--- src/hw/dis_pkg.sv ---
package dis_pkg;
  // ************************************************************
  // slave address fields
  // ************************************************************
  localparam logic [3:0] DIS_MEM_ID = 4'ha; // memory target type code
  localparam logic [3:0] DIS_REG_ID = 4'hd; // register target type code
  localparam logic [7:0] DIS_REG_MAX = 8'h33; // highest register address
  localparam int DIS_ID_MSB = 7; // type code top bit
  localparam int DIS_SEL_MSB = 2; // select field top bit
  localparam int DIS_RW_BIT = 0; // direction bit
  // ************************************************************
  // reset values and widths
  // ************************************************************
  localparam int DIS_MEM_AW = 15; // memory pointer width (32 KiB)
  localparam logic [14:0] DIS_MEM_PTR_RST = 15'h0000; // memory pointer after reset
  localparam logic [7:0] DIS_REG_PTR_RST = 8'h00; // register pointer after reset
  localparam int DIS_FIFO_DEPTH = 16; // write data buffer depth
  // ************************************************************
  // timing
  // ************************************************************
  localparam int DIS_CLK_MHZ = 10; // system clock rate
  localparam int DIS_SWITCH_US = 100; // register to memory switch hold-off
  localparam int DIS_SWITCH_CYC = DIS_SWITCH_US * DIS_CLK_MHZ; // hold-off in cycles
  // ************************************************************
  // protocol states
  // ************************************************************
  typedef enum logic [2:0] {
    DIS_IDLE, DIS_ADDR, DIS_PTR_HI, DIS_PTR_LO, DIS_WDATA, DIS_RDATA
  } dis_state_type;
endpackage

--- src/hw/dis_fifo.sv ---
`timescale 1ns/1ps
`default_nettype none
module dis_fifo #(
  parameter int WIDTH = 23, // word width
  parameter int DEPTH = 16 // word count, power of two
) (
  input wire logic clk, // system clock
  input wire logic rst_n, // async reset, active low
  input wire logic in_valid, // word offered
  output logic in_ready, // room for a word
  input wire logic [WIDTH-1:0] in_data, // word in
  output logic out_valid, // word available
  input wire logic out_ready, // sink takes word
  output logic [WIDTH-1:0] out_data // word out
);
  localparam int AW = $clog2(DEPTH); // pointer width
  logic [WIDTH-1:0] mem_r [DEPTH]; // storage
  logic [AW:0] wp_r; // write pointer, extra wrap bit
  logic [AW:0] rp_r; // read pointer, extra wrap bit
  // ************************************************************
  // flags
  // ************************************************************
  assign in_ready = !((wp_r[AW] != rp_r[AW]) && (wp_r[AW-1:0] == rp_r[AW-1:0]));
  assign out_valid = (wp_r != rp_r);
  assign out_data = mem_r[rp_r[AW-1:0]];
  // write side
  always_ff @(posedge clk or negedge rst_n) begin
    if (!rst_n) begin
      wp_r <= '0;
    end else if (in_valid && in_ready) begin
      wp_r <= wp_r + 1'b1;
    end
  end
  // storage array, no reset needed
  always_ff @(posedge clk) begin
    if (in_valid && in_ready) begin
      mem_r[wp_r[AW-1:0]] <= in_data;
    end
  end
  // read side
  always_ff @(posedge clk or negedge rst_n) begin
    if (!rst_n) begin
      rp_r <= '0;
    end else if (out_valid && out_ready) begin
      rp_r <= rp_r + 1'b1;
    end
  end
endmodule
`default_nettype wire

--- src/hw/dis_i2c_slave.sv ---
`timescale 1ns/1ps
`default_nettype none
module dis_i2c_slave
  import dis_pkg::*;
#(
  parameter int SWITCH_CYC = dis_pkg::DIS_SWITCH_CYC, // hold-off count
  parameter int FIFO_DEPTH = dis_pkg::DIS_FIFO_DEPTH // write buffer depth
) (
  input wire logic clk, // 10 mhz system clock
  input wire logic rst_n, // async reset, active low
  input wire logic scl_i, // serial clock pin
  input wire logic sda_i, // serial data pin level
  output logic sda_o, // serial data drive value, always 0
  output logic sda_oe_n, // low while pulling data low
  input wire logic select_pin_low, // strap for address bit 1
  input wire logic select_pin_high, // strap for address bit 2
  input wire logic supply_trip_threshold, // high while supply below trip
  output logic mem_wr_valid, // memory write offered
  input wire logic mem_wr_ready, // memory takes write
  output logic [dis_pkg::DIS_MEM_AW-1:0] mem_wr_addr, // memory write address
  output logic [7:0] mem_wr_data, // memory write byte
  output logic [dis_pkg::DIS_MEM_AW-1:0] mem_rd_addr, // memory read address, current pointer
  input wire logic [7:0] mem_rd_data, // memory byte at read address
  output logic reg_wr_stb, // register write pulse
  output logic [7:0] reg_addr, // register pointer
  output logic [7:0] reg_wr_data, // register write byte
  input wire logic [7:0] reg_rd_data, // register byte at pointer
  output logic busy // addressed transaction in progress
);
  localparam int FW = dis_pkg::DIS_MEM_AW + 8; // fifo word width
  // ************************************************************
  // pin synchronisers
  // ************************************************************
  logic [1:0] scl_s_r; // scl two-stage
  logic [1:0] sda_s_r; // sda two-stage
  logic [1:0] trip_s_r; // trip two-stage
  logic scl_d_r; // delayed synced scl
  logic sda_d_r; // delayed synced sda
  logic [1:0] sel_s0_r; // select straps, first stage
  logic [1:0] sel_s1_r; // select straps, second stage
  // capture all async inputs, then keep previous
  always_ff @(posedge clk or negedge rst_n) begin
    if (!rst_n) begin
      scl_s_r <= 2'h3;
      sda_s_r <= 2'h3;
      trip_s_r <= 2'h0;
      scl_d_r <= 1'b1;
      sda_d_r <= 1'b1;
      sel_s0_r <= 2'h0;
      sel_s1_r <= 2'h0;
    end else begin
      scl_s_r <= {scl_s_r[0], scl_i};
      sda_s_r <= {sda_s_r[0], sda_i};
      trip_s_r <= {trip_s_r[0], supply_trip_threshold};
      scl_d_r <= scl_s_r[1];
      sda_d_r <= sda_s_r[1];
      sel_s0_r <= {select_pin_high, select_pin_low};
      sel_s1_r <= sel_s0_r;
    end
  end
  wire scl_c = scl_s_r[1]; // clean scl
  wire sda_c = sda_s_r[1]; // clean sda
  wire scl_rise = scl_c && !scl_d_r; // data sampling edge
  wire scl_fall = !scl_c && scl_d_r; // data launching edge
  wire start_det = scl_c && scl_d_r && !sda_c && sda_d_r;
  wire stop_det = scl_c && scl_d_r && sda_c && !sda_d_r;
  wire trip = trip_s_r[1];
  // ************************************************************
  // protocol state
  // ************************************************************
  dis_state_type state_r; // byte phase
  logic [3:0] bit_r; // bits of current byte, 8 and 9 mean ack slot
  logic [7:0] sh_r; // shift register
  logic is_reg_r; // register target active
  logic ack_now_r; // ack decision held for ninth clock
  logic addr_rd_r; // address byte requested read
  logic ack_slot_r; // ninth clock in progress
  logic drive_r; // pulling sda low
  logic [dis_pkg::DIS_MEM_AW-1:0] mem_ptr_r; // memory pointer
  logic [7:0] reg_ptr_r; // register pointer
  logic [6:0] ptr_hi_r; // pending high address byte
  logic [$clog2(SWITCH_CYC+1)-1:0] hold_r; // switch hold-off counter
  logic fifo_ready; // write buffer room
  logic fifo_in_valid_r; // byte offered to buffer
  logic [FW-1:0] fifo_in_r; // address and byte to buffer
  // abort condition shared by the state, driver, pointer and write processes
  wire abort = start_det || stop_det || trip;
  wire byte_done = scl_rise && (bit_r == 4'h7); // eighth bit sampled
  wire [7:0] rx_byte = {sh_r[6:0], sda_c};
  wire sel_ok = (rx_byte[DIS_SEL_MSB:1] == sel_s1_r);
  wire mem_hit = (rx_byte[DIS_ID_MSB:4] == DIS_MEM_ID) && (hold_r == '0);
  wire reg_hit = (rx_byte[DIS_ID_MSB:4] == DIS_REG_ID);
  // ack value decided at eighth bit, per phase
  function automatic logic want_ack(input dis_state_type st, input logic [7:0] b, input logic sel,
                                    input logic mh, input logic rh, input logic fr);
    case (st)
      DIS_ADDR: want_ack = sel && (mh || rh);
      DIS_PTR_HI: want_ack = 1'b1;
      DIS_PTR_LO: want_ack = (b <= DIS_REG_MAX) || mh; // mh is mem_hit of the pointer byte; ack_now uses ptr_lo_ok in this phase
      DIS_WDATA: want_ack = fr;
      default: want_ack = 1'b0;
    endcase
  endfunction
  wire ptr_lo_ok = is_reg_r ? (rx_byte <= DIS_REG_MAX) : 1'b1;
  wire ack_now = (state_r == DIS_PTR_LO) ? ptr_lo_ok
               : want_ack(state_r, rx_byte, sel_ok, mem_hit, reg_hit, fifo_ready);
  // ************************************************************
  // bit counter and state machine
  // ************************************************************
  // counts bits, steps phases, aborts on start, stop, trip or nack
  always_ff @(posedge clk or negedge rst_n) begin
    if (!rst_n) begin
      state_r <= DIS_IDLE;
      bit_r <= 4'h0;
      ack_slot_r <= 1'b0;
      is_reg_r <= 1'b0;
    end else if (start_det && !trip) begin
      state_r <= DIS_ADDR;
      bit_r <= 4'h0;
      ack_slot_r <= 1'b0;
      is_reg_r <= 1'b0; // stale target must not re-arm the hold-off
    end else if (abort) begin
      state_r <= DIS_IDLE;
      bit_r <= 4'h0;
      ack_slot_r <= 1'b0;
    end else if (state_r != DIS_IDLE) begin
      if (scl_rise && ack_slot_r) begin
        // ninth clock high: master ack on read data bytes
        if (state_r == DIS_RDATA && !addr_rd_r && sda_c) begin
          state_r <= DIS_IDLE;
        end
      end else if (scl_fall && ack_slot_r && bit_r == 4'h8) begin
        bit_r <= 4'h9; // ninth clock low phase begins
      end else if (scl_fall && ack_slot_r) begin
        ack_slot_r <= 1'b0;
        bit_r <= 4'h0;
      end else if (byte_done) begin
        ack_slot_r <= 1'b1;
        bit_r <= 4'h8;
        case (state_r)
          DIS_ADDR: begin
            if (!(sel_ok && (mem_hit || reg_hit))) begin
              state_r <= DIS_IDLE;
            end else begin
              is_reg_r <= reg_hit && !mem_hit;
              if (rx_byte[DIS_RW_BIT]) begin
                state_r <= DIS_RDATA;
              end else begin
                state_r <= reg_hit && !mem_hit ? DIS_PTR_LO : DIS_PTR_HI;
              end
            end
          end
          DIS_PTR_HI: state_r <= DIS_PTR_LO;
          DIS_PTR_LO: state_r <= ptr_lo_ok ? DIS_WDATA : DIS_IDLE;
          DIS_WDATA: state_r <= fifo_ready ? DIS_WDATA : DIS_IDLE;
          DIS_RDATA: state_r <= DIS_RDATA;
          default: state_r <= DIS_IDLE;
        endcase
      end else if (scl_rise) begin
        bit_r <= bit_r + 4'h1;
      end
    end
  end
  // ************************************************************
  // shift register
  // ************************************************************
  // receive msb first, or load and shift transmit byte
  always_ff @(posedge clk or negedge rst_n) begin
    if (!rst_n) begin
      sh_r <= 8'h00;
    end else if (state_r == DIS_RDATA && scl_fall && (ack_slot_r ? (bit_r == 4'h9) : (bit_r != 4'h0))) begin
      if (ack_slot_r) begin
        sh_r <= is_reg_r ? reg_rd_data : mem_rd_data;
      end else begin
        sh_r <= {sh_r[6:0], 1'b1};
      end
    end else if (scl_rise && state_r != DIS_RDATA && !ack_slot_r) begin
      sh_r <= rx_byte;
    end
  end
  // ************************************************************
  // sda driver
  // ************************************************************
  // changes only after scl falls, releases on abort
  always_ff @(posedge clk or negedge rst_n) begin
    if (!rst_n) begin
      drive_r <= 1'b0;
    end else if (abort) begin
      drive_r <= 1'b0;
    end else if (scl_fall) begin
      if (ack_slot_r && bit_r == 4'h8) begin
        drive_r <= ack_now_r;
      end else if (ack_slot_r && state_r == DIS_RDATA) begin
        drive_r <= !(is_reg_r ? reg_rd_data[7] : mem_rd_data[7]);
      end else if (state_r == DIS_RDATA && !ack_slot_r && bit_r != 4'h0) begin
        drive_r <= !sh_r[6];
      end else begin
        drive_r <= 1'b0; // release at the end of the ack slot and for received bits
      end
    end
  end
  // latch ack decision at the eighth rising edge
  always_ff @(posedge clk or negedge rst_n) begin
    if (!rst_n) begin
      ack_now_r <= 1'b0;
      addr_rd_r <= 1'b0;
    end else if (byte_done && !ack_slot_r) begin
      ack_now_r <= ack_now && !(state_r == DIS_RDATA);
      addr_rd_r <= (state_r == DIS_ADDR) && rx_byte[DIS_RW_BIT];
    end
  end
  // ************************************************************
  // pointers
  // ************************************************************
  // separate pointers, load and increment with wrap
  always_ff @(posedge clk or negedge rst_n) begin
    if (!rst_n) begin
      mem_ptr_r <= DIS_MEM_PTR_RST;
      reg_ptr_r <= DIS_REG_PTR_RST;
      ptr_hi_r <= 7'h00;
    end else if (byte_done && !ack_slot_r && !abort) begin
      case (state_r)
        DIS_PTR_HI: ptr_hi_r <= rx_byte[6:0];
        DIS_PTR_LO: begin
          if (is_reg_r) begin
            if (ptr_lo_ok) reg_ptr_r <= rx_byte;
          end else begin
            mem_ptr_r <= {ptr_hi_r, rx_byte};
          end
        end
        DIS_WDATA, DIS_RDATA: begin
          if (is_reg_r) begin
            reg_ptr_r <= (reg_ptr_r == DIS_REG_MAX) ? 8'h00 : reg_ptr_r + 8'h01;
          end else begin
            mem_ptr_r <= mem_ptr_r + 1'b1; // natural wrap to zero
          end
        end
        default: ;
      endcase
    end
  end
  // ************************************************************
  // memory write path through buffer
  // ************************************************************
  // queue address and byte once eighth bit is in
  always_ff @(posedge clk or negedge rst_n) begin
    if (!rst_n) begin
      fifo_in_valid_r <= 1'b0;
      fifo_in_r <= '0;
    end else begin
      fifo_in_valid_r <= byte_done && !ack_slot_r && !abort && state_r == DIS_WDATA
                         && !is_reg_r && fifo_ready;
      fifo_in_r <= {mem_ptr_r, rx_byte};
    end
  end
  logic fifo_out_valid; // buffer has word
  logic [FW-1:0] fifo_out; // buffer head
  dis_fifo #(.WIDTH(FW), .DEPTH(FIFO_DEPTH)) u_fifo (
    .clk(clk),
    .rst_n(rst_n),
    .in_valid(fifo_in_valid_r),
    .in_ready(fifo_ready),
    .in_data(fifo_in_r),
    .out_valid(fifo_out_valid),
    .out_ready(mem_wr_ready || !mem_wr_valid),
    .out_data(fifo_out)
  );
  // output stage holds the head until memory accepts
  always_ff @(posedge clk or negedge rst_n) begin
    if (!rst_n) begin
      mem_wr_valid <= 1'b0;
      mem_wr_addr <= '0;
      mem_wr_data <= 8'h00;
    end else if (mem_wr_ready || !mem_wr_valid) begin
      mem_wr_valid <= fifo_out_valid;
      mem_wr_addr <= fifo_out[FW-1:8];
      mem_wr_data <= fifo_out[7:0];
    end
  end
  // ************************************************************
  // register strobe, hold-off timer, outputs
  // ************************************************************
  // register writes, hold-off after register use, status
  always_ff @(posedge clk or negedge rst_n) begin
    if (!rst_n) begin
      reg_wr_stb <= 1'b0;
      reg_wr_data <= 8'h00;
      reg_addr <= DIS_REG_PTR_RST;
      mem_rd_addr <= DIS_MEM_PTR_RST;
      hold_r <= '0;
      busy <= 1'b0;
      sda_o <= 1'b0;
      sda_oe_n <= 1'b1;
    end else begin
      reg_wr_stb <= byte_done && !ack_slot_r && !abort && state_r == DIS_WDATA && is_reg_r;
      reg_wr_data <= rx_byte;
      reg_addr <= reg_ptr_r;
      mem_rd_addr <= mem_ptr_r;
      busy <= state_r != DIS_IDLE && state_r != DIS_ADDR;
      sda_o <= 1'b0;
      sda_oe_n <= !drive_r;
      if (is_reg_r && state_r != DIS_IDLE) begin
        hold_r <= ($bits(hold_r))'(SWITCH_CYC);
      end else if (hold_r != '0) begin
        hold_r <= hold_r - 1'b1;
      end
    end
  end
  // ************************************************************
  // checks
  // ************************************************************
  no_reg_mem_a: assert property (@(posedge clk) disable iff (!rst_n)
    is_reg_r |-> ##1 !fifo_in_valid_r) else $error("memory written during register access");
  start_abort_a: assert property (@(posedge clk) disable iff (!rst_n)
    (start_det && !trip) |=> state_r == DIS_ADDR && bit_r == 4'h0) else $error("start not restarting");
  stop_abort_a: assert property (@(posedge clk) disable iff (!rst_n)
    (stop_det && !start_det) |=> state_r == DIS_IDLE && !drive_r) else $error("stop not aborting");
  trip_abort_a: assert property (@(posedge clk) disable iff (!rst_n)
    trip |=> state_r == DIS_IDLE && !drive_r) else $error("trip not aborting");
  sda_stable_a: assert property (@(posedge clk) disable iff (!rst_n)
    (scl_c && scl_d_r && !abort) |=> $stable(drive_r)) else $error("sda moved while scl high");
  reg_range_a: assert property (@(posedge clk) disable iff (!rst_n)
    reg_ptr_r <= DIS_REG_MAX) else $error("register pointer out of range");
  mem_inc_a: assert property (@(posedge clk) disable iff (!rst_n)
    (byte_done && !ack_slot_r && !abort && !is_reg_r && state_r == DIS_RDATA)
    |=> mem_ptr_r == $past(mem_ptr_r) + 1'b1) else $error("memory pointer not incremented");
  reg_keep_mem_a: assert property (@(posedge clk) disable iff (!rst_n)
    (is_reg_r && state_r != DIS_IDLE) |=> $stable(mem_ptr_r)) else $error("register access moved memory pointer");
  holdoff_a: assert property (@(posedge clk) disable iff (!rst_n)
    (is_reg_r && state_r != DIS_IDLE) |=> hold_r != '0) else $error("switch hold-off not armed");
  mem_write_c: cover property (@(posedge clk) disable iff (!rst_n) fifo_in_valid_r);
  reg_write_c: cover property (@(posedge clk) disable iff (!rst_n) reg_wr_stb);
  read_c: cover property (@(posedge clk) disable iff (!rst_n) state_r == DIS_RDATA ##1 state_r == DIS_IDLE);
endmodule
`default_nettype wire

--- config.mk ---
export PLATFORM = sky130hd
export DESIGN_NAME = dis_i2c_slave
export DESIGN_NICKNAME = d
export VERILOG_FILES = /design/src/hw/dis_pkg.sv /design/src/hw/dis_fifo.sv /design/src/hw/dis_i2c_slave.sv
export SDC_FILE = /design/constraint.sdc
export NUM_CORES = 1
export LEC_CHECK = 0
export BUFFER_PORTS_ARGS = -buffer_cell sky130_fd_sc_hd__buf_4
export CORE_MARGIN = 2
export CORE_UTILIZATION = 30
export CTS_CLUSTER_DIAMETER = 120
export DETAILED_ROUTE_END_ITERATION = 10
export PLACE_DENSITY = 0.5
export SETUP_SLACK_MARGIN = 0.3
export SLEW_MARGIN = 20
export SYNTH_ARGS = -nofsm -noshare
export SYNTH_HDL_FRONTEND = slang
export SYNTH_SLANG_ARGS = --single-unit
--- constraint.sdc ---
create_clock -name clk -period 11.2 [get_ports clk]
set_input_delay 1.68 -clock clk [delete_from_list [all_inputs] [get_ports clk]]
set_output_delay 1.68 -clock clk [all_outputs]
set_load 0.005 [all_outputs]
* Word level (Yosys, flattened, before mapping)
Memory sizes are Yosys's and may differ from the RTL's. A register that Yosys moved wholly into a read port is not among the register bits. Cells that the tools add are included.
Storage, ports and cells: register bits 140, RAM bits 368, input port bits 24, output and inout port bits 59, logic and storage cells 216, memories kept 1
Cells by class: add/sub/neg operators 6, magnitude comparators 1, equal/unequal tests 31, mux-type cells 64, reductions and logical operators 83
Memory list:
- u_fifo.mem_r | depth 16, width 23, rd ports 1, clocked after Yosys merged registers in 1, write ports 1, line dis_fifo.sv:17 | logic [WIDTH-1:0] mem_r [DEPTH];
Operators by type and width (count):
- $logic_and 1x1->1 | 38
- $mux 3 | 12
- $mux 4 | 8
- $mux 8 | 4
- $mux 15 | 2
- $pmux 15 s2 | 1
- $mux 1 | 28
- $mux 7 | 4
- $mux 10 | 2
- $logic_not 1->1 | 17
- $eq 4x4->1 const B | 4
- $ne 2x2->1 const B | 8
- $pmux 8 s2 | 1
- $reduce_bool 2->1 | 8
- $add 15x1->15 const B | 1
- $pmux 3 s5 | 1
- $reduce_bool 4->1 | 3
- $add 5x1->5 const B | 2
- $logic_not 10->1 | 1
- $reduce_and 5->1 | 2
- $reduce_bool 10->1 | 1
- $sub 10x1->10 const B | 1
- $ne 3x3->1 const B | 3
- $add 8x1->8 const B | 1
- other kinds (24) | 32

* Depth between registers and ports, before layout
Gate-level depths: netlist of run 1.
word-level depth 15, gate-level depth with buffers 10, mapped depth without buffers 7

* Cells and area by module
A second synthesis of run 1 with hierarchy kept.
Unflattened totals: cells, all modules 1214, area total of the unflattened synthesis 20659.8 µm²
Modules (own cells, without submodules):
- dis_fifo | times used 1, cells each 692, area each 14859.3 µm², sequential area each 11300.8 µm²
- dis_i2c_slave | times used 1, cells each 522, area each 5800.6 µm², sequential area each 3261.9 µm²

* Worst setup path before layout of run 1
No wires, ideal clock.
path type flip-flop to flip-flop, start point register u_fifo.rp_r[3], end point memory u_fifo.mem_r[0][0] (enable), library setup time 0.470 ns, arrival time 3.371 ns, setup slack 7.359 ns, stages on the path, launching flop included 7, buffers on the path 1, clock period less this slack 3.841 ns, path through dfrtp_1 > buf_2 > xor2_1 > nor4_2 > nand2_1 > nand2_1 > nor4b_1
Between the ends: word-level cells in the longest chain between the ends 6
RTL lines:
- start: declaration | line dis_fifo.sv:19 | logic [AW:0] rp_r;
- start signal: assignment | line dis_fifo.sv:45 | rp_r <= rp_r + 1'b1;
- $eq 4x4->1 | line dis_fifo.sv:23 | assign in_ready = !((wp_r[AW] != rp_r[AW]) && (wp_r[AW-1:0] == rp_r[AW-1:0]));
- $logic_and 1x1->1 | line dis_fifo.sv:23
- $logic_not 1->1 | line dis_fifo.sv:23
- $logic_and 1x1->1 | line dis_fifo.sv:36 | if (in_valid && in_ready) begin
- $mux 1 | line dis_fifo.sv:36
- $mux 1 (implied by the code) | line dis_fifo.sv:37 | mem_r[wp_r[AW-1:0]] <= in_data;
- end: declaration | line dis_fifo.sv:17
Every way passes these cells.

==> results of run 1 <==
## flip-flops by register name, summed over array words and instances (netlist names), 2 cells and up
name,count
ptr_hi_r,7
bit_r,4
mem_wr_addr,15
scl_s_r,2
sda_s_r,2
u_fifo.wp_r,5
u_fifo.rp_r,5
hold_r,10
mem_rd_addr,14
trip_s_r,2
reg_addr,8
mem_wr_data,8
sel_s0_r,2
u_fifo.mem_r,368
fifo_in_r,2
sel_s1_r,2
sh_r,7
state_r,3
reg_wr_data,7
reg_ptr_r,8
mem_ptr_r,15
## power groups by stage
stage | clock network, mW | registers (mW) | logic (mW)
final | 1.71 | 2.35 | 0.885
after global routing | 1.84 | 2.38 | 0.974
after CTS | 1.76 | 2.36 | 0.908
after detailed placement | 0 | 2.40 | 0.903
after global placement | 0 | 2.40 | 0.896
after floorplan | 0 | 2.27 | 0.662
## cells by family after synthesis
| group | after synthesis | synth area share, % |
|---|---|---|
| flops | 508 | 71.7 |
| simple gates | 236 | 6.33 |
| compound gates | 164 | 5.29 |
| mux | 141 | 12.9 |
| buf+inv | 85 | 1.87 |
| xor+xnor | 25 | 1.08 |
| fa+ha+maj | 14 | 0.863 |
| other cells | 1 | 0.0185 |
## critical path, stage by stage, from the launching register on
cell,delay (ns)
dfrtp_4,0.69
buf_4,0.70
buf_4,0.82
mux4_2,0.62
mux2_2,0.28
o22ai_1,0.13
nor2_1,0.07
## cell usage after synthesis (3+ instances only)
cell       instances  area share, %
a211oi_1          28            1.0
a21oi_1           36           0.89
a2bb2oi_1          4           0.17
a31oi_1            3          0.092
and2_1             5           0.15
and3_1             8           0.25
and3b_1            5           0.22
and4_1             3           0.13
buf_1              4          0.074
buf_2             17           0.42
buf_4              4           0.15
buf_6              3           0.17
clkbuf_1          35           0.65
dfrtp_1          133             16
dfstp_2            7           0.91
edfxtp_1         368             54
ha_1              14           0.86
inv_1             20           0.37
mux2_2            39            2.2
mux2i_1           10           0.49
mux4_2            92             10
nand2_1           42           0.78
nand2b_1           4           0.12
nand3_1           19           0.47
nand3b_1           5           0.18
nand4_1           14           0.43
nand4b_1           3           0.13
nor2_1            57            1.1
nor2b_1           29           0.89
nor3_1            12           0.30
nor3b_1           10           0.37
nor4_1             3          0.092
nor4b_1            5           0.22
o21ai_0           34           0.84
o22a_1             3           0.13
o22ai_1           25           0.77
o31ai_1            5           0.18
or3_1              4           0.12
xnor2_1           16           0.69
xor2_1             9           0.39
## routing by layer
| metal | vias to the layer above | GRT usage [%] | share of wire (%) |
|---|---|---|---|
| li1 | 4841 | - | - |
| met1 | 5659 | 20.4 | 47 |
| met2 | 256 | 22.0 | 47 |
| met3 | 50 | 2.28 | 4.4 |
| met4 | 0 | 3.84 | 1.8 |
| met5 | - | 0 | 0 |
## final cells by class
type / instances / area (µm²)
sequential: 508 / 14600
tap: 873 / 1090
timing repair buffer: 115 / 870
fill: 6371 / 43300
clock buffer: 62 / 1360
multi-input combinational: 581 / 5420
inverter: 21 / 78.8
clock inverter: 35 / 328
## metrics by stage
step                setup slack, ns  hold WS [ns]  std cells  util, %
CTS                            7.56         0.348       2195     35.4
global route                   7.32         0.349       2195     35.4
finish                         7.69         0.348       2195     35.4
global placement               7.47         0.335       2098     32.8
floorplan                      7.36         0.331       1174        -
detailed placement             7.56         0.336       2098     32.9
## path summary, 6_finish.rpt
path / cells after the start / slack [ns] / start / endpoint
max reg2reg: 6 / 7.69 / u_fifo.rp_r[0]$_DFFE_PN0P_ / mem_wr_addr[8]$_DFFE_PN0N_
max: 6 / 7.69 / u_fifo.rp_r[0]$_DFFE_PN0P_ / mem_wr_addr[8]$_DFFE_PN0N_
min: 0 / 0.35 / trip_s_r[0]$_DFF_PN0_ / trip_s_r[1]$_DFF_PN0_
min reg2reg: 0 / 0.35 / trip_s_r[0]$_DFF_PN0_ / trip_s_r[1]$_DFF_PN0_
min in group asynchronous: 1 / 1.23 / rst_n / reg_addr[2]$_DFF_PN0_
max in group asynchronous: 2 / 8.82 / rst_n / u_fifo.rp_r[0]$_DFFE_PN0P_
==> run metrics, run 1 <==
outcome=finished, final reports clean; number of H-tree branching levels=2; Post-Route WL=48800 µm; DRC=0; count of hold buffers inserted by post-cts repair=0; GRT Total Usage=14.1%; number of antenna-violating nets in the routed design=0; Yosys Warn Count=0; classification of the worst-slack hold path=reg2reg; clock net sink count=508; initial detailed-routing violation count=933; net switching fraction of the power=27.7%; Clock power frac=34.6%; number of instances resized during post-cts repair=0; first-pass GRT wire length=74400 µm; average vias per placed instance=4.92; worst vdd rail ir drop=0.120 mV; total of max-cap violations=0; capturing element type of the critical path=flop; Starting Density=30.3%; placer's final routability congestion estimate=0.807; I/O Pins=83; Reg power frac=47.6%; leading cell types in the layout, fill and taps excluded=edfxtp_1 (368), dfrtp_1 (130), buf_4 (114); maximum clock frequency=285 MHz; Clock Skew=0.0448 ns; transition time at the pin with the least slew margin=0.941 ns; later-pin clock latency in the skew report=0.61 ns; Post-CTS Repair Setup Buffers=0; final max-slew violation count=0; critical setup path kind=reg2reg; number of global-route vias before repair=11448; maximum number of pins on one net before global-route repair=101; die boundary height=264 µm; synthesis-stage register bit count=508; net switching power figure=1.37 mW; Unique masters post-synth=70; share of the clock period used by the worst path=31.4%; Tot Pwr=4.95 mW; layout cells sized above 1=26.4%; endpoints failing setup=0; Post-DP HPWL=29300 µm; # nets final=1318; final critical path time including I/O delays and setup=3.51 ns; maximum fanout along the worst path=42; placed cell areas=0.0220 mm²; Synth Area per Inst=17.3 µm²; critical path required time=11.68 ns; relative slew slack=37.2%; fraction of power consumed by combinational cells=17.9%; power density relative to cell area=209 mW/mm²; area of the core region=0.0670 mm²; WL/cell=22.2 µm; post-synthesis cell count=1174; number of hold violations in the final report=0; number of enable-type register cells in the synthesized netlist=368; CTS tree=done; sequential area share after synthesis=71.7%; number of buffers on the longest clock path=3; clock tree root buffer cell=clkbuf_16; ys flop type=edfxtp_1; floorplan die area=0.0698 mm²; antenna violations before repair=0; Buffers on Ports=81; Fin Setup TNS=0 ns; unrepaired setup endpoints after global routing=false; Leakage Power=8.85 nW; most common cell after layout, fill and taps aside=edfxtp_1; cts bufs inserted=53; total vias in the final route=10806; area delta synth->final=16.8%; die extent in x=264 µm; clock slew at reported path FFs=0.06 ns; category of the worst setup path launch point=flop; site row count=95; Power Internal=3.58 mW; arrival time reported for the critical path endpoint=4.00 ns; share of flip-flops with an asynchronous set or reset=27.6%; gr ovfl total=0; area of all placed cells without fillers=0.0237 mm²; count of antenna diodes in the layout=0; number of optimization iterations in the first detailed-route pass=5; area of the mapped netlist=0.0203 mm²; syn nets=1212
(Power assumes the default switching activity.)
==> inputs of run 2 (changes only) <==
--- a/config.mk
+++ b/config.mk
@@ -10,7 +10,7 @@
 export CORE_UTILIZATION = 30
 export CTS_CLUSTER_DIAMETER = 120
 export DETAILED_ROUTE_END_ITERATION = 10
-export PLACE_DENSITY = 0.5
+export PLACE_DENSITY = 0.51
 export SETUP_SLACK_MARGIN = 0.3
 export SLEW_MARGIN = 20
 export SYNTH_ARGS = -nofsm -noshare
==> constraint.sdc (replaced) <==
create_clock -name clk -period 3.2 [get_ports clk]
set_input_delay 0.48 -clock clk [delete_from_list [all_inputs] [get_ports clk]]
set_output_delay 0.48 -clock clk [all_outputs]
set_load 0.005 [all_outputs]
==> run 2 against run 1 <==
Critical path depth down 1; first-iteration DRC count fell by 15%; critical path type unchanged; non-clock buffer count is 9 higher; sequential share of layout area fell by 0.49 points; register-to-register slack worse by 6.9 ns; combinational power grew to 3.6 times the previous value; largest cell class unchanged; via count about the same.
==> run metrics, run 2 (synthesis results as in run 1) <==
area of the core region=0.0670 mm² (unchanged); leading cell types in the layout, fill and taps excluded=edfxtp_1 (368), dfrtp_1 (130), buf_4 (108); Buffers on Ports=81 (unchanged); most common cell after layout, fill and taps aside=edfxtp_1; outcome=finished, final reports clean; antenna violations before repair=0 (unchanged); unrepaired setup endpoints after global routing=false; number of H-tree branching levels=2 (unchanged); # nets final=1327 (+0.68%); Tot Pwr=17.2 mW (+250%); power density relative to cell area=719 mW/mm² (+240%); placed cell areas=0.0222 mm² (+0.71%); DRC=0 (unchanged); area of all placed cells without fillers=0.0239 mm² (+0.80%); Leakage Power=8.91 nW (+0.69%); max FFs per register=368 (unchanged); category of the worst setup path launch point=flop; maximum fanout along the worst path=18 (-57%); critical setup path kind=reg2reg; placer's final routability congestion estimate=0.804 (-0.38%); smallest setup slack after layout=0.799 ns (-6.89 ns); floorplan die area=0.0698 mm² (unchanged); number of cells in the finished layout apart from fillers=2204 (+0.41%); number of hold violations in the final report=0 (unchanged); CTS tree=done; capturing element type of the critical path=flop; worst vdd rail ir drop=0.644 mV (+440%); layout cells sized above 1=26.1% (-0.25 points); clock tree root buffer cell=clkbuf_16; endpoints failing setup=0 (unchanged); maximum number of pins on one net before global-route repair=96 (-5.0%); GRT Total Usage=13.9% (-0.20 points); final critical path time including I/O delays and setup=2.40 ns (-1.11 ns); I/O Pins=83 (unchanged); number of filler instances in the final layout=6404 (+0.52%); cts bufs inserted=53 (unchanged); gr ovfl total=0 (unchanged); area delta synth->final=17.7%; maximum clock frequency=416 MHz (+46%); site row count=95 (unchanged); Post-CTS Repair Setup Buffers=0 (unchanged); count of antenna diodes in the layout=0 (unchanged); clock slew at reported path FFs=0.06 ns (about the same); number of optimization iterations in the first detailed-route pass=7 (+2); WL/cell=21.8 µm (-2.0%); Fin Setup TNS=0 ns (unchanged); average vias per placed instance=4.90 (-0.37%); Starting Density=30.3% (unchanged); relative slew slack=31.9% (-5.4 points); total of max-cap violations=0 (unchanged); later-pin clock latency in the skew report=0.60 ns (about the same); arrival time reported for the critical path endpoint=2.92 ns (-1.08 ns); total vias in the final route=10810 (+0.037%); Post-Route WL=48000 µm (-1.6%); die extent in x=264 µm (unchanged); critical path required time=3.72 ns (-7.96 ns); Placed Cells=2101 (+0.14%); core utilization of the finished layout=35.7% (+0.28 points); first-pass GRT wire length=72800 µm (-2.1%); share of the clock period used by the worst path=75.0% (+44 points); clock net sink count=508 (unchanged); die boundary height=264 µm (unchanged); classification of the worst-slack hold path=in2reg; final max-slew violation count=0 (unchanged); initial detailed-routing violation count=795 (-15%); Setup WS pre-CTS=0.702 ns (-6.86 ns); Clock Skew=0.0156 ns (-0.0292 ns); Fin Hold WS=0.328 ns (-0.0198 ns); number of global-route vias before repair=11414 (-0.30%); transition time at the pin with the least slew margin=1.01 ns (+0.0672 ns); Post-DP HPWL=27300 µm (-7.0%); number of antenna-violating nets in the routed design=0 (unchanged); number of buffers on the longest clock path=3 (unchanged)
## run 2: cell types whose count changed in the layout (fill, tap and decap cells not counted), moves of 2 or more
cell	previous run	this run
clkinv_2	10	7
buf_12	0	9
dlygate4sd3_1	0	6
nor3b_4	0	4
nor3b_2	4	0
clkbuf_16	53	55
bufinv_16	5	1
clkinv_1	16	6
clkbuf_1	9	20
buf_4	114	108
clkbuf_8	1	6
## run 2: metal layers
| metal | vias to the layer above | global-route usage [%] | wire length [µm] |
|---|---|---|---|
| met2 | 241 | 23.0 | 23200 |
| met3 | 69 | 2.36 | 2140 |
| met4 | 0 | 3.89 | 1010 |
| met1 | 5631 | 18.9 | 21700 |
| met5 | - | 0 | 0 |
| li1 | 4869 | - | - |
## run 2: worst max-delay path: stages, from the launching register on
cell      delay (ns)
dfstp_2         0.64
and4bb_1        0.25
nand4_2         0.22
or3_1           0.69
or3_1           0.43
o211ai_2        0.08
## run 2: where the power goes
group	switching (mW)	total, mW	internal, mW
sequential	0.567	8.09	7.52
combinational	1.63	3.21	1.57
clock	2.51	5.89	3.38
total	4.71	17.2	12.5
## run 2: timing repair
action,CTS,global route
gates resized for setup,0,0
hold endpoints to repair,69,0
hold buffers,6,0
## run 2: cell type report
class | count | area (µm²) | area share [%]
Clock buffer | 81 | 1530 | 6.42
Clock inverter | 16 | 129 | 0.539
Inverter | 21 | 78.8 | 0.330
Multi-Input combinational cell | 581 | 5440 | 22.7
Sequential cell | 508 | 14600 | 61.0
Tap cell | 873 | 1090 | 4.57
Timing Repair Buffer | 124 | 1060 | 4.44
## run 2: path summary, 6_finish.rpt
path	startpoint	to	slack, ns	cells past startpoint
max	scl_s_r[1]$_DFF_PN1_	mem_ptr_r[0]$_DFFE_PN0P_	0.80	5
min	mem_rd_data[2]	sh_r[2]$_DFFE_PN0P_	0.33	4
max reg2reg	scl_s_r[1]$_DFF_PN1_	mem_ptr_r[0]$_DFFE_PN0P_	0.80	5
min reg2reg	scl_s_r[0]$_DFF_PN1_	scl_s_r[1]$_DFF_PN1_	0.35	0
max in group asynchronous	rst_n	sda_s_r[0]$_DFF_PN1_	1.93	3
min in group asynchronous	rst_n	reg_addr[1]$_DFF_PN0_	0.50	2
